`config.mk`:
```
export PLATFORM = sky130hd
export DESIGN_NAME = scm_top
export DESIGN_NICKNAME = d
export VERILOG_FILES = /design/src/hdl/scm_pkg.sv /design/src/hdl/scm_top.sv
export SDC_FILE = /design/constraint.sdc
export NUM_CORES = 1
export LEC_CHECK = 0
export BUFFER_PORTS_ARGS = -buffer_cell sky130_fd_sc_hd__buf_4
export CORE_UTILIZATION = 40
export CTS_BUF_LIST = sky130_fd_sc_hd__clkbuf_8
export CTS_CLUSTER_DIAMETER = 200
export DETAILED_ROUTE_END_ITERATION = 6
export SETUP_SLACK_MARGIN = 0.3
export SLEW_MARGIN = 10
export SYNTH_ARGS = -nofsm -noshare
export SYNTH_HDL_FRONTEND = slang
export SYNTH_SLANG_ARGS = --single-unit
```
`constraint.sdc`:
```
create_clock -name mclk_i -period 9.3 [get_ports mclk_i]
set_clock_uncertainty 0.05 [all_clocks]
set_input_delay 0.465 -clock mclk_i [delete_from_list [all_inputs] [get_ports mclk_i]]
set_output_delay 0.465 -clock mclk_i [all_outputs]
set_load 0.01 [all_outputs]
```
`src/hdl/scm_pkg.sv`:
```
`default_nettype none
package scm_pkg;
    localparam int unsigned AW = 7;
    localparam logic [AW-1:0] OFF_MAX_CYC   = 7'h00;
    localparam logic [AW-1:0] OFF_CALC_COPY = 7'h04;
    localparam logic [AW-1:0] OFF_MIN_DLY   = 7'h08;
    localparam logic [AW-1:0] OFF_CMD       = 7'h0c;
    localparam logic [AW-1:0] OFF_OUT_DLY   = 7'h10;
    localparam logic [AW-1:0] OFF_MISSED    = 7'h14;
    localparam logic [AW-1:0] OFF_OVERRUN   = 7'h18;
    localparam logic [AW-1:0] OFF_SHORT     = 7'h1c;
    localparam logic [AW-1:0] OFF_MIN_CD    = 7'h20;
    localparam logic [AW-1:0] OFF_MAX_CD    = 7'h24;
    localparam logic [AW-1:0] OFF_MIN_SD    = 7'h28;
    localparam logic [AW-1:0] OFF_MAX_SD    = 7'h2c;
    localparam logic [AW-1:0] OFF_APP_OV    = 7'h30;
    localparam logic [AW-1:0] OFF_FRAME_REP = 7'h34;
    localparam logic [AW-1:0] OFF_LATE      = 7'h38;
    localparam logic [AW-1:0] OFF_MODE      = 7'h3c;
    localparam logic [AW-1:0] OFF_IRQ_STAT  = 7'h40;
    localparam logic [AW-1:0] OFF_IRQ_MASK  = 7'h44;
    localparam logic [31:0] MAX_CYC_RST = 32'h0003cfb1;
    localparam logic [15:0] MODE_RST    = 16'h0022;
    localparam logic [15:0] MODE_FREE   = 16'h0000;
    localparam logic [15:0] MODE_SYNC0  = 16'h0002;
    localparam logic [15:0] MODE_SYNC1  = 16'h0003;
    localparam logic [15:0] MODE_SM2    = 16'h0022;
    localparam logic [15:0] CMD_START   = 16'h0001;
    localparam logic [15:0] CMD_RST     = 16'h0000;
    localparam logic [3:0]  AL_SAFEOP   = 4'h4;
    localparam logic [3:0]  AL_OP       = 4'h8;
    // clock period in ns, timers advance by this per edge
    localparam logic [31:0] CLK_NS      = 32'h00000004;
    localparam int unsigned IRQ_W       = 4;
    localparam int unsigned IRQ_MISS    = 0;
    localparam int unsigned IRQ_OVER    = 1;
    localparam int unsigned IRQ_SHORT   = 2;
    localparam int unsigned IRQ_LATE    = 3;
    typedef struct packed {
        logic sm2;
        logic sync0;
        logic sync1;
        logic dp_start;
        logic dp_done;
        logic copy_done;
        logic out_driven;
        logic app_overrun;
    } scm_evt_s;
    typedef enum logic [1:0] {
        PH_IDLE,
        PH_CALC,
        PH_SHIFT,
        PH_OUT
    } scm_phase_e;
endpackage
`default_nettype wire

```
`src/hdl/scm_top.sv`:
```
// Decided for this implementation: the register offsets and the Avalon-MM slave port.
`timescale 1ns/1ps
`default_nettype none
module scm_top #(
    parameter int unsigned CNT_W = 16
) (
    // clock and reset
    input  wire logic                 mclk_i,
    input  wire logic                 nrst_i,
    // avalon-mm slave
    input  wire logic [6:0]           avs_address_i,
    input  wire logic                 avs_read_i,
    input  wire logic                 avs_write_i,
    input  wire logic [31:0]          avs_writedata_i,
    output logic      [31:0]          avs_readdata_o,
    output logic                      avs_waitrequest_o,
    // sync events and state
    input  wire scm_pkg::scm_evt_s    evt_i,
    input  wire logic [3:0]           al_state_i,
    input  wire logic [31:0]          in_delay_ns_i,
    input  wire logic [31:0]          in_calc_ns_i,
    // interrupt
    output logic                      irq_o
);
    if (CNT_W < 2 || CNT_W > 32) begin : g_chk
        $error("CNT_W must lie in 2..32");
    end

    function automatic logic [31:0] sat_add(
        input logic [31:0] a,
        input logic [31:0] b
    );
        logic [32:0] s;
        s = {1'b0, a} + {1'b0, b};
        return s[32] ? 32'hffffffff : s[31:0];
    endfunction

    function automatic logic [CNT_W-1:0] sat_inc(
        input logic [CNT_W-1:0] c
    );
        return (&c) ? c : c + 1'b1;
    endfunction

    function automatic logic [31:0] max32(
        input logic [31:0] a,
        input logic [31:0] b
    );
        return (b > a) ? b : a;
    endfunction

    function automatic logic [31:0] min32(
        input logic [31:0] a,
        input logic [31:0] b
    );
        return (a == 32'h0 || b < a) ? b : a;
    endfunction

    // bus handshake: one wait cycle per access
    logic                       ack;
    logic                       wr;
    logic                       rdc;
    logic [31:0]                rmux;
    assign avs_waitrequest_o = (avs_read_i | avs_write_i) & ~ack;
    assign wr  = avs_write_i & ack;
    assign rdc = avs_read_i & ack;

    always_ff @(posedge mclk_i or negedge nrst_i) begin
        if (!nrst_i) begin
            ack <= 1'b0;
        end else begin
            ack <= (avs_read_i | avs_write_i) & ~ack;
        end
    end

    // software registers
    logic [15:0]                cmd;
    logic [15:0]                mode;
    logic [31:0]                frame_rep;
    logic [scm_pkg::IRQ_W-1:0]  irq_mask;
    logic                       start;
    logic                       meas;

    always_ff @(posedge mclk_i or negedge nrst_i) begin
        if (!nrst_i) begin
            cmd       <= scm_pkg::CMD_RST;
            mode      <= scm_pkg::MODE_RST;
            frame_rep <= 32'h0;
            irq_mask  <= '0;
        end else if (wr) begin
            unique case (avs_address_i)
                scm_pkg::OFF_CMD:
                    cmd <= avs_writedata_i[15:0];
                scm_pkg::OFF_MODE:
                    mode <= avs_writedata_i[15:0];
                scm_pkg::OFF_FRAME_REP:
                    frame_rep <= avs_writedata_i;
                scm_pkg::OFF_IRQ_MASK:
                    irq_mask <= avs_writedata_i[scm_pkg::IRQ_W-1:0];
                default: ;
            endcase
        end
    end

    assign start = wr && avs_address_i == scm_pkg::OFF_CMD
                && avs_writedata_i[15:0] == scm_pkg::CMD_START
                && cmd != scm_pkg::CMD_START;
    assign meas = cmd == scm_pkg::CMD_START;

    // mode decode and event roles
    logic                       dc;
    logic                       smm;
    logic                       first;
    logic                       second;
    logic                       calc_end;
    logic                       cyc_end;
    logic                       op;
    logic                       to_op;
    logic [3:0]                 al_prev;
    assign dc  = mode == scm_pkg::MODE_SYNC0
              || mode == scm_pkg::MODE_SYNC1;
    assign smm = mode == scm_pkg::MODE_SM2;
    assign first = (mode == scm_pkg::MODE_SYNC1) ? evt_i.sync0
                 : (smm || mode == scm_pkg::MODE_SYNC0) & evt_i.sm2;
    assign second = (mode == scm_pkg::MODE_SYNC0) ? evt_i.sync0
                  : (mode == scm_pkg::MODE_SYNC1) & evt_i.sync1;
    assign calc_end = smm ? evt_i.dp_start
                    : dc & evt_i.copy_done;
    assign cyc_end = smm ? evt_i.dp_done : dc & evt_i.out_driven;
    assign op = al_state_i == scm_pkg::AL_OP;
    assign to_op = op && al_prev == scm_pkg::AL_SAFEOP;

    always_ff @(posedge mclk_i or negedge nrst_i) begin
        if (!nrst_i) begin
            al_prev <= 4'h0;
        end else begin
            al_prev <= al_state_i;
        end
    end

    // elapsed-time counters in ns
    logic [31:0]                t_first;
    logic [31:0]                t_second;
    logic                       seen_first;

    always_ff @(posedge mclk_i or negedge nrst_i) begin
        if (!nrst_i) begin
            t_first    <= 32'h0;
            t_second   <= 32'h0;
            seen_first <= 1'b0;
        end else begin
            t_first  <= first ? scm_pkg::CLK_NS
                      : sat_add(t_first, scm_pkg::CLK_NS);
            t_second <= second ? scm_pkg::CLK_NS
                      : sat_add(t_second, scm_pkg::CLK_NS);
            if (start) begin
                seen_first <= 1'b0;
            end else if (first) begin
                seen_first <= 1'b1;
            end
        end
    end

    // cycle phase
    scm_pkg::scm_phase_e        phase;

    always_ff @(posedge mclk_i or negedge nrst_i) begin
        if (!nrst_i) begin
            phase <= scm_pkg::PH_IDLE;
        end else if (first) begin
            phase <= scm_pkg::PH_CALC;
        end else begin
            unique case (phase)
                scm_pkg::PH_IDLE: ;
                scm_pkg::PH_CALC: begin
                    if (second) begin
                        phase <= scm_pkg::PH_OUT;
                    end else if (calc_end) begin
                        phase <= dc ? scm_pkg::PH_SHIFT
                                    : scm_pkg::PH_OUT;
                    end
                end
                scm_pkg::PH_SHIFT: begin
                    if (second) begin
                        phase <= scm_pkg::PH_OUT;
                    end
                end
                scm_pkg::PH_OUT: begin
                    if (cyc_end) begin
                        phase <= scm_pkg::PH_IDLE;
                    end
                end
            endcase
        end
    end

    logic                       ev_miss;
    logic                       ev_over;
    logic                       ev_short;
    logic                       ev_late;
    logic                       calc_hit;
    logic                       out_hit;
    assign ev_miss  = op & dc & second
                    & phase == scm_pkg::PH_IDLE;
    assign ev_over  = op & first
                    & phase != scm_pkg::PH_IDLE;
    assign ev_short = second & phase == scm_pkg::PH_CALC;
    assign ev_late  = dc & first & phase == scm_pkg::PH_OUT;
    assign calc_hit = calc_end & phase == scm_pkg::PH_CALC & ~first;
    assign out_hit  = dc & cyc_end & phase == scm_pkg::PH_OUT & ~first;

    // held maxima and minima, cleared at each start
    logic [31:0]                max_cyc;
    logic [31:0]                calc_copy;
    logic [31:0]                out_dly;
    logic [31:0]                min_cd;
    logic [31:0]                max_cd;
    logic [31:0]                min_sd;
    logic [31:0]                max_sd;
    logic [31:0]                cyc_sum;
    assign cyc_sum = sat_add(sat_add(t_first, in_delay_ns_i),
                             in_calc_ns_i);

    always_ff @(posedge mclk_i or negedge nrst_i) begin
        if (!nrst_i) begin
            max_cyc   <= scm_pkg::MAX_CYC_RST;
            calc_copy <= 32'h0;
            out_dly   <= 32'h0;
        end else if (start) begin
            max_cyc   <= 32'h0;
            calc_copy <= 32'h0;
            out_dly   <= 32'h0;
        end else if (meas) begin
            if (calc_hit) begin
                max_cyc   <= max32(max_cyc, cyc_sum);
                calc_copy <= max32(calc_copy, t_first);
            end
            if (out_hit) begin
                out_dly <= max32(out_dly, t_second);
            end
        end
    end

    always_ff @(posedge mclk_i or negedge nrst_i) begin
        if (!nrst_i) begin
            min_cd <= 32'h0;
            max_cd <= 32'h0;
            min_sd <= 32'h0;
            max_sd <= 32'h0;
        end else if (start) begin
            min_cd <= 32'h0;
            max_cd <= 32'h0;
            min_sd <= 32'h0;
            max_sd <= 32'h0;
        end else if (meas) begin
            if (first && seen_first) begin
                min_cd <= min32(min_cd, t_first);
                max_cd <= max32(max_cd, t_first);
            end
            if (second && (phase == scm_pkg::PH_CALC
                        || phase == scm_pkg::PH_SHIFT)) begin
                min_sd <= min32(min_sd, t_first);
                max_sd <= max32(max_sd, t_first);
            end
        end
    end

    // saturating event counters
    logic [CNT_W-1:0]           missed_cnt;
    logic [CNT_W-1:0]           over_cnt;
    logic [CNT_W-1:0]           short_cnt;
    logic [CNT_W-1:0]           app_cnt;

    always_ff @(posedge mclk_i or negedge nrst_i) begin
        if (!nrst_i) begin
            missed_cnt <= '0;
            over_cnt   <= '0;
            short_cnt  <= '0;
            app_cnt    <= '0;
        end else if (to_op) begin
            missed_cnt <= '0;
            over_cnt   <= '0;
            short_cnt  <= '0;
            app_cnt    <= '0;
        end else begin
            if (ev_miss) begin
                missed_cnt <= sat_inc(missed_cnt);
            end
            if (ev_over) begin
                over_cnt <= sat_inc(over_cnt);
            end
            if (ev_short) begin
                short_cnt <= sat_inc(short_cnt);
            end
            if (op && evt_i.app_overrun) begin
                app_cnt <= sat_inc(app_cnt);
            end
        end
    end

    // late-output flag reflects the last DC cycle
    logic                       late;

    always_ff @(posedge mclk_i or negedge nrst_i) begin
        if (!nrst_i) begin
            late <= 1'b0;
        end else if (dc && first) begin
            late <= phase == scm_pkg::PH_OUT;
        end else if (!dc) begin
            late <= 1'b0;
        end
    end

    // sticky status, cleared by read, set wins
    logic [scm_pkg::IRQ_W-1:0]  irq_stat;
    logic [scm_pkg::IRQ_W-1:0]  irq_set;
    logic                       stat_clr;
    logic [scm_pkg::IRQ_W-1:0]  clr_bits;
    assign irq_set = {ev_late, ev_short, ev_over, ev_miss};
    assign stat_clr = rdc && avs_address_i == scm_pkg::OFF_IRQ_STAT;
    // clear only what the read returned, so a bit set in the wait cycle
    // survives to the next read
    assign clr_bits = stat_clr ? avs_readdata_o[scm_pkg::IRQ_W-1:0] : '0;
    assign irq_o = |(irq_stat & irq_mask);

    always_ff @(posedge mclk_i or negedge nrst_i) begin
        if (!nrst_i) begin
            irq_stat <= '0;
        end else begin
            irq_stat <= (irq_stat & ~clr_bits) | irq_set;
        end
    end

    // read mux, unmapped addresses read zero
    always_comb begin
        rmux = 32'h0;
        unique case (avs_address_i)
            scm_pkg::OFF_MAX_CYC:   rmux = max_cyc;
            scm_pkg::OFF_CALC_COPY: rmux = calc_copy;
            scm_pkg::OFF_MIN_DLY:   rmux = 32'h0;
            scm_pkg::OFF_CMD:       rmux = {16'h0, cmd};
            scm_pkg::OFF_OUT_DLY:   rmux = out_dly;
            scm_pkg::OFF_MISSED:    rmux = 32'(missed_cnt);
            scm_pkg::OFF_OVERRUN:   rmux = 32'(over_cnt);
            scm_pkg::OFF_SHORT:     rmux = 32'(short_cnt);
            scm_pkg::OFF_MIN_CD:    rmux = min_cd;
            scm_pkg::OFF_MAX_CD:    rmux = max_cd;
            scm_pkg::OFF_MIN_SD:    rmux = min_sd;
            scm_pkg::OFF_MAX_SD:    rmux = max_sd;
            scm_pkg::OFF_APP_OV:    rmux = 32'(app_cnt);
            scm_pkg::OFF_FRAME_REP: rmux = frame_rep;
            scm_pkg::OFF_LATE:      rmux = {31'h0, late};
            scm_pkg::OFF_MODE:      rmux = {16'h0, mode};
            scm_pkg::OFF_IRQ_STAT:  rmux = 32'(irq_stat);
            scm_pkg::OFF_IRQ_MASK:  rmux = 32'(irq_mask);
            default:                rmux = 32'h0;
        endcase
    end

    always_ff @(posedge mclk_i or negedge nrst_i) begin
        if (!nrst_i) begin
            avs_readdata_o <= 32'h0;
        end else if (avs_read_i && !ack) begin
            avs_readdata_o <= rmux;
        end
    end
endmodule
`default_nettype wire

```
==> results of run 1 <==
## critical path, delay by kind of cell (launching register included)
kind	cells	cell delay (ns)
fa+ha+maj	4	1.37
buf+inv	4	1.00
simple gates	7	1.60
flops	1	0.54
compound gates	18	3.72
## flip-flops by register name, indices dropped and copies added (netlist names), 16 cells and up
register        count
app_cnt            16
avs_readdata_o     32
calc_copy          31
cmd                16
frame_rep          32
max_cd             31
max_cyc            32
max_sd             31
min_cd             31
min_sd             31
missed_cnt         16
mode               16
out_dly            31
over_cnt           16
short_cnt          16
t_first            31
t_second           31
## per-layer routing
layer / wire length, µm / up-vias / GRT usage [%]
li1: - / 12200 / -
met3: 7180 / 148 / 3.56
met1: 48500 / 13200 / 39.2
met4: 2450 / 2 / 7.36
met5: 13 / - / 0
met2: 48900 / 1005 / 43.3
## power by group through the flow
stage / logic [mW] / clock network [mW] / registers, mW
2_1_floorplan: 1.74 / 0 / 2.23
3_3_place_gp: 2.59 / 0 / 2.23
3_5_place_dp: 2.59 / 0 / 2.23
4_1_cts: 2.63 / 2.03 / 2.20
5_1_grt: 2.93 / 2.12 / 2.21
6_report: 2.67 / 1.99 / 2.20
## stage by stage
| stage | cells | utilization (%) | setup WS (ns) |
|---|---|---|---|
| finish | 4486 | 46.7 | 0.860 |
| global route | 4486 | 46.7 | 0.300 |
| CTS | 4483 | 46.6 | 0.772 |
| detailed placement | 4287 | 43.8 | 0.841 |
| global placement | 4287 | 43.8 | 0.972 |
| floorplan | 3270 | - | 1.75 |
## cells in the mapped netlist, types with 7 or more instances
library cell               instances  area [µm²]
sky130_fd_sc_hd__dfrtp_1         443       11100
sky130_fd_sc_hd__nor2_1          330        1240
sky130_fd_sc_hd__ha_1            291        3640
sky130_fd_sc_hd__inv_1           246         923
sky130_fd_sc_hd__a21oi_1         195         976
sky130_fd_sc_hd__nand2_1         169         634
sky130_fd_sc_hd__mux2i_1         138        1380
sky130_fd_sc_hd__clkbuf_1        131         492
sky130_fd_sc_hd__nand3_1         119         596
sky130_fd_sc_hd__o21ai_0         103         515
sky130_fd_sc_hd__a21o_1          100         751
sky130_fd_sc_hd__nand4_1          99         619
sky130_fd_sc_hd__mux2_2           96        1080
sky130_fd_sc_hd__a22oi_1          88         661
sky130_fd_sc_hd__xor2_1           86         753
sky130_fd_sc_hd__a22o_1           73         639
sky130_fd_sc_hd__xnor2_1          62         543
sky130_fd_sc_hd__a221oi_1         55         482
sky130_fd_sc_hd__and3_1           53         332
sky130_fd_sc_hd__o31ai_1          40         300
sky130_fd_sc_hd__nor3_1           39         195
sky130_fd_sc_hd__nor4_1           34         213
sky130_fd_sc_hd__nor2b_1          29         181
sky130_fd_sc_hd__nand2b_1         22         138
sky130_fd_sc_hd__buf_2            19        95.1
sky130_fd_sc_hd__a31oi_1          18         113
sky130_fd_sc_hd__or3_1            16         100
sky130_fd_sc_hd__a211oi_1         15         113
sky130_fd_sc_hd__dfstp_2          14         368
sky130_fd_sc_hd__buf_1            13        48.8
sky130_fd_sc_hd__o21a_1           13        97.6
sky130_fd_sc_hd__and4_1           12         105
sky130_fd_sc_hd__o211ai_1         11        82.6
sky130_fd_sc_hd__and2_1           10        62.6
sky130_fd_sc_hd__nand3b_1          7        52.6
sky130_fd_sc_hd__o21bai_1          7        52.6
## final timing paths
path / from / to / slack, ns / cells past startpoint
hold / removal: in_calc_ns_i[0] / max_cyc[0] / 0.24 / 4
hold reg to reg: avs_readdata_o[6] / avs_readdata_o[6] / 0.45 / 1
max in group asynchronous: nrst_i / t_second[29] / 6.88 / 4
setup reg to reg: t_first[0] / max_cyc[22] / 0.86 / 33
setup / recovery: t_first[0] / max_cyc[22] / 0.86 / 33
min in group asynchronous: nrst_i / mode[12] / 0.32 / 2
## area by class of cell
| class | count | area share, % |
|---|---|---|
| inverter | 246 | 2.65 |
| multi-input combinational | 2402 | 50.2 |
| sequential | 457 | 32.9 |
| clock buffer | 98 | 3.87 |
| antenna | 3 | 0.0215 |
| clock inverter | 59 | 1.09 |
| tap | 969 | 3.48 |
| timing repair buffer | 252 | 5.84 |
## layout by cell type (no fill, tap or decap), drive strengths merged, types with 34 or more instances in the layout
cell type	count
a221oi	55
a21o	100
ha	291
buf	213
mux2i	138
nand2	169
dlygate4sd3	39
dfrtp	443
a22o	73
a21oi	196
nand3	119
o31ai	41
clkbuf	98
mux2	96
nor4	34
a22oi	88
nor2	330
xnor2	62
o21ai	104
and3	53
xor2	86
nand4	100
nor3	41
inv	285
## kinds of logic after synthesis
group,Yosys count
XOR/XNOR,148
flip-flops,457
adder cells (fa/ha/maj),293
multiplexers,234
AO/OA/AOI/OAI,763
AND/OR/NAND/NOR,964
buffers and inverters,411
## repair_timing
action / 4_1_cts / 5_1_grt
setup endpoints to repair: 0 / 32
hold buffers: 39 / 0
resized for setup: 0 / 4
endpoints found under the hold margin: 158 / 0
==> flow_summary.ini, run 1 <==
[synth]
synthSimpleGateAreaFrac_pct = 15.4
postSynth.topFlopCell = sky130_fd_sc_hd__dfrtp_1
dominant_combinational_cell_family_by_area_after_synthesis = compound AO/OA/AOI/OAI gates
synthesis.nets = 3682
ys_ff_latch = 457
yosysSeqAreaShare_pct = 37.7
muxShareOfSynthArea_pct = 8.11
synthDistinctLibCells = 76
post_synth_instance_area_um2 = 30300
synth_area_in_compound_gates_pct = 17.1
yosys_warnings = 0
syn_area_per_cell_um2 = 9.28
synth_adder_area_share_pct = 12.1
synth-xor-area-share_pct = 4.27
number_of_synthesized_flops_with_an_enable_pin = 0
syn-instance-count = 3270
async_reset_ff_share_pct = 100

[cells_and_area]
multiInputGateArea_um2 = 17500
finalInstanceArea_um2 = 34900
fillerInstances = 7174
final_nets = 3857
areaGrowthSynthToFinish_pct = 14.9
final_layout_size_suffix_gt1_share_pct = 13.9
seq_area_um2 = 11500

[power_and_ir_drop]
power_per_cell_area_nw_per_um2 = 197
net-switching-power_mw = 2.67
static-leakage-power_nw = 16.8
share_clk_of_total_power_pct = 29.0
p_sw_share_pct = 38.9
power.internal_mw = 4.19
vdd.ir_drop.worst_uv = 136
power_mw = 6.86
combinationalPowerShare_pct = 38.9
seq_power_share_pct = 32.0

[route]
dr.first_iter.drc_count = 2384
routed_vias = 26500
finalWirelength_um = 107000
first_pass_detailed_route_iteration_total = 6
wire_per_inst_um = 23.8
routed_via_density = 5.91
count_of_antenna_violating_nets_left_after_detailed_routing = 0
route.detailed.drc = 0

[setup_path]
cp-start-kind = register
slowest_delay_ns = 0.54
cp.required_ns = 9.86
worst-path-max-fanout = 44
path_class = reg2reg
critPathArrivalTime_ns = 9.00
crit_end_element = register
cell_type_of_the_slowest_stage_on_the_worst_timing_path = sky130_fd_sc_hd__dfrtp_1

[floorplan]
floorplan.core_area_um2 = 74700
die-width_um = 277
initial_utilization_pct = 40.6
placement_rows = 100
io_pins = 153
die-height_um = 277
dieArea_um2 = 77000

[clock_network]
cts_htree_levels = 3
cts_tree = yes
post-cts-setup-buffer-count = 0
clock_latency_ns = 0.71
cts_num_sinks = 457
cts_buffer_depth = 3
clock_tree.root_cell = sky130_fd_sc_hd__clkbuf_8
numCtsBuffers = 86
clk_pin_slew_worst_paths_ns = 0.06

[sta]
worst_slew_pin_slew_ns = 1.16
achievable_clock_frequency_ghz = 0.118
post-route-period-util_pct = 90.8
tns_ns = 0
setup-violations-final = 0
finalHoldWorstSlack_ns = 0.240
layout_min_cycle_time_ns = 8.44
final_max_slew_viols = 0
hold_viol_final = 0
grt_setup_unrepaired = no
slew_headroom_pct = 22.2

[placed_design]
dpl.hpwl_um = 79000
dpl_cell_area_um2 = 32700
final_weighted_congestion_of_routability_driven_global_placement = 0.946
place.port_buffers = 152

[global_routing]
overflow_left_after_global_routing = 0
via_count_of_the_first_global_routing_pass = 25300
grt_pass1_wl_um = 161000
initial_antenna_violation_count = 3
pin_count_of_the_biggest_net_entering_global_routing = 190
grt_use_total_pct = 27.4

[status]
outcome = complete, no violations

[worst_hold_path]
hold_path_class = in2reg

[flow_run]
maxCapViolations = 0
Power figures use the tool's default switching activity.
==> run 2, diff against run 1 <==
--- a/config.mk
+++ b/config.mk
@@ -7,7 +7,6 @@
 export LEC_CHECK = 0
 export BUFFER_PORTS_ARGS = -buffer_cell sky130_fd_sc_hd__buf_4
 export CORE_UTILIZATION = 40
-export CTS_BUF_LIST = sky130_fd_sc_hd__clkbuf_8
 export CTS_CLUSTER_DIAMETER = 200
 export DETAILED_ROUTE_END_ITERATION = 6
 export SETUP_SLACK_MARGIN = 0.3
==> run 2 against run 1 <==
- sequential share of layout area increased by 0.18 points
- combinational power about the same
- critical path depth shrank 2
- routed wire length down 0.75%
- sequential cell count did not move
- setup slack improved by 0.037 ns
- worst hold slack got worse by 0.22 ns
- critical path type unchanged
- critical endpoint unchanged
==> flow_summary.ini, run 2 (synthesis results as in run 1) <==
[cells_and_area]
areaGrowthSynthToFinish_pct = 14.3
reg_top3 = avs_readdata_o: 32 flops, frame_rep: 32 flops, max_cyc: 32 flops
final_nets = 3794
final_layout_size_suffix_gt1_share_pct = 13.2
final_core_utilization_pct = 46.4
layout_common_cells = sky130_fd_sc_hd__dfrtp_1, sky130_fd_sc_hd__nor2_1, sky130_fd_sc_hd__ha_1
finalInstanceArea_um2 = 34700
most_common_cell_after_layout_fill_and_taps_aside = sky130_fd_sc_hd__dfrtp_1

[floorplan]
io_pins = 153
floorplan.core_area_um2 = 74700
initial_utilization_pct = 40.6
placement_rows = 100
dieArea_um2 = 77000
die-height_um = 277
die-width_um = 277

[setup_path]
worst_r2r_path_depth = 31
regToRegStartpoint = t_first[0]
crit_end_element = register
ff2ff_setup_slack_ns = 0.90
cell_type_of_the_slowest_stage_on_the_worst_timing_path = sky130_fd_sc_hd__dfrtp_1
worst-path-max-fanout = 44
slowest_delay_ns = 0.55
cp.required_ns = 9.81
cp-start-kind = register
worstSetupStartpoint = t_first[0]
rr_endpoint = max_cyc[22]
critPathArrivalTime_ns = 8.91
critical_path.endpoint = max_cyc[22]
path_class = reg2reg

[power_and_ir_drop]
vdd.ir_drop.worst_uv = 138
power_per_cell_area_nw_per_um2 = 205
static-leakage-power_nw = 16.6

[clock_network]
clk_pin_slew_worst_paths_ns = 0.07
cts_htree_levels = 2
clock_tree.root_cell = sky130_fd_sc_hd__clkbuf_16
cts_tree = yes
cts_buffer_depth = 3
post-cts-setup-buffer-count = 0
clock_latency_ns = 0.63
numCtsBuffers = 54
cts_num_sinks = 457

[sta]
hold_viol_final = 0
final_max_slew_viols = 0
worst_slew_pin_slew_ns = 1.16
slew_headroom_pct = 22.4
grt_setup_unrepaired = no
setup-violations-final = 0
tns_ns = 0
finalHoldWorstSlack_ns = 0.0229
achievable_clock_frequency_ghz = 0.119
layout_min_cycle_time_ns = 8.40
post-route-period-util_pct = 90.4

[route]
wire_per_inst_um = 24.2
routed_vias = 26200
routed_via_density = 5.97
route.detailed.drc = 0
dr.first_iter.drc_count = 2321
count_of_antenna_violating_nets_left_after_detailed_routing = 0
finalWirelength_um = 106000
first_pass_detailed_route_iteration_total = 6

[global_routing]
grt_use_total_pct = 27.1
overflow_left_after_global_routing = 0
via_count_of_the_first_global_routing_pass = 24900
initial_antenna_violation_count = 2
grt_pass1_wl_um = 160000
pin_count_of_the_biggest_net_entering_global_routing = 190

[placed_design]
place.port_buffers = 152
final_weighted_congestion_of_routability_driven_global_placement = 0.946
dpl.hpwl_um = 79000
dpl_cell_area_um2 = 32700

[status]
outcome = complete, no violations

[flow_run]
maxCapViolations = 0

[worst_hold_path]
hold_path_class = in2reg
run 2: cell count changes in the layout (fill, tap and decap cells not counted), sizes merged:
cell / before / now
bufinv: 3 / 7
clkbuf: 98 / 79
clkinv: 13 / 9
clkinvlp: 4 / 0
diode: 3 / 1
dlygate4sd3: 39 / 8
inv: 285 / 248
run 2: worst min-delay path by stage:
stage	startpoint	endpoint	slack [ns]	cells past startpoint
2_1_floorplan	nrst_i	ack	0.12	0
3_3_place_gp	seen_first	seen_first	0.43	2
3_5_place_dp	seen_first	seen_first	0.44	2
4_1_cts	avs_writedata_i[21]	frame_rep[21]	0.00005	2
5_1_grt	avs_writedata_i[22]	frame_rep[22]	0.01	2
6_report	avs_writedata_i[17]	frame_rep[17]	0.02	2
run 2: power by group:
group          internal (mW)  leakage [nW]  switching (mW)
clock                   1.36         0.915           0.901
sequential              2.08          5.85           0.114
combinational           1.04          9.85            1.62
run 2: what timing repair did:
action,in CTS,in global routing
resized for setup,0,4
hold buffers,8,0
setup endpoints to repair,0,32
hold endpoints to repair,94,0
run 2: area by class of cell:
| cell class | count | area (µm²) |
|---|---|---|
| inverter | 246 | 923 |
| sequential | 457 | 11500 |
| clock inverter | 18 | 292 |
| clock buffer | 79 | 1570 |
| antenna | 1 | 2.50 |
| fill | 7128 | 40000 |
| timing repair buffer | 221 | 1720 |
| tap | 969 | 1210 |
| multi-input combinational | 2402 | 17500 |
run 2: metrics by stage:
stage	setup WS (ns)	total power, mW	instances
after floorplan	1.75	3.97	3270
after global placement	0.972	4.82	4287
after detailed placement	0.841	4.82	4287
after CTS	0.781	7.10	4392
after global routing	0.307	7.49	4392
final	0.897	7.12	4393
run 2: critical path, delay by kind of cell, from the launching register on:
family,cells,cell delay (ns)
AND/OR/NAND/NOR,7,1.80
buffers and inverters,4,1.00
adder cells (fa/ha/maj),4,1.37
flip-flops,1,0.55
AO/OA/AOI/OAI,16,3.48
run 2: routing by layer:
metal,share of wire [%],global-route usage (%),vias to the layer above
li1,-,-,12000
met1,46,39.4,13100
met2,46,43.1,938
met3,6.4,3.03,131
met4,2.2,6.47,0
met5,0,0,-
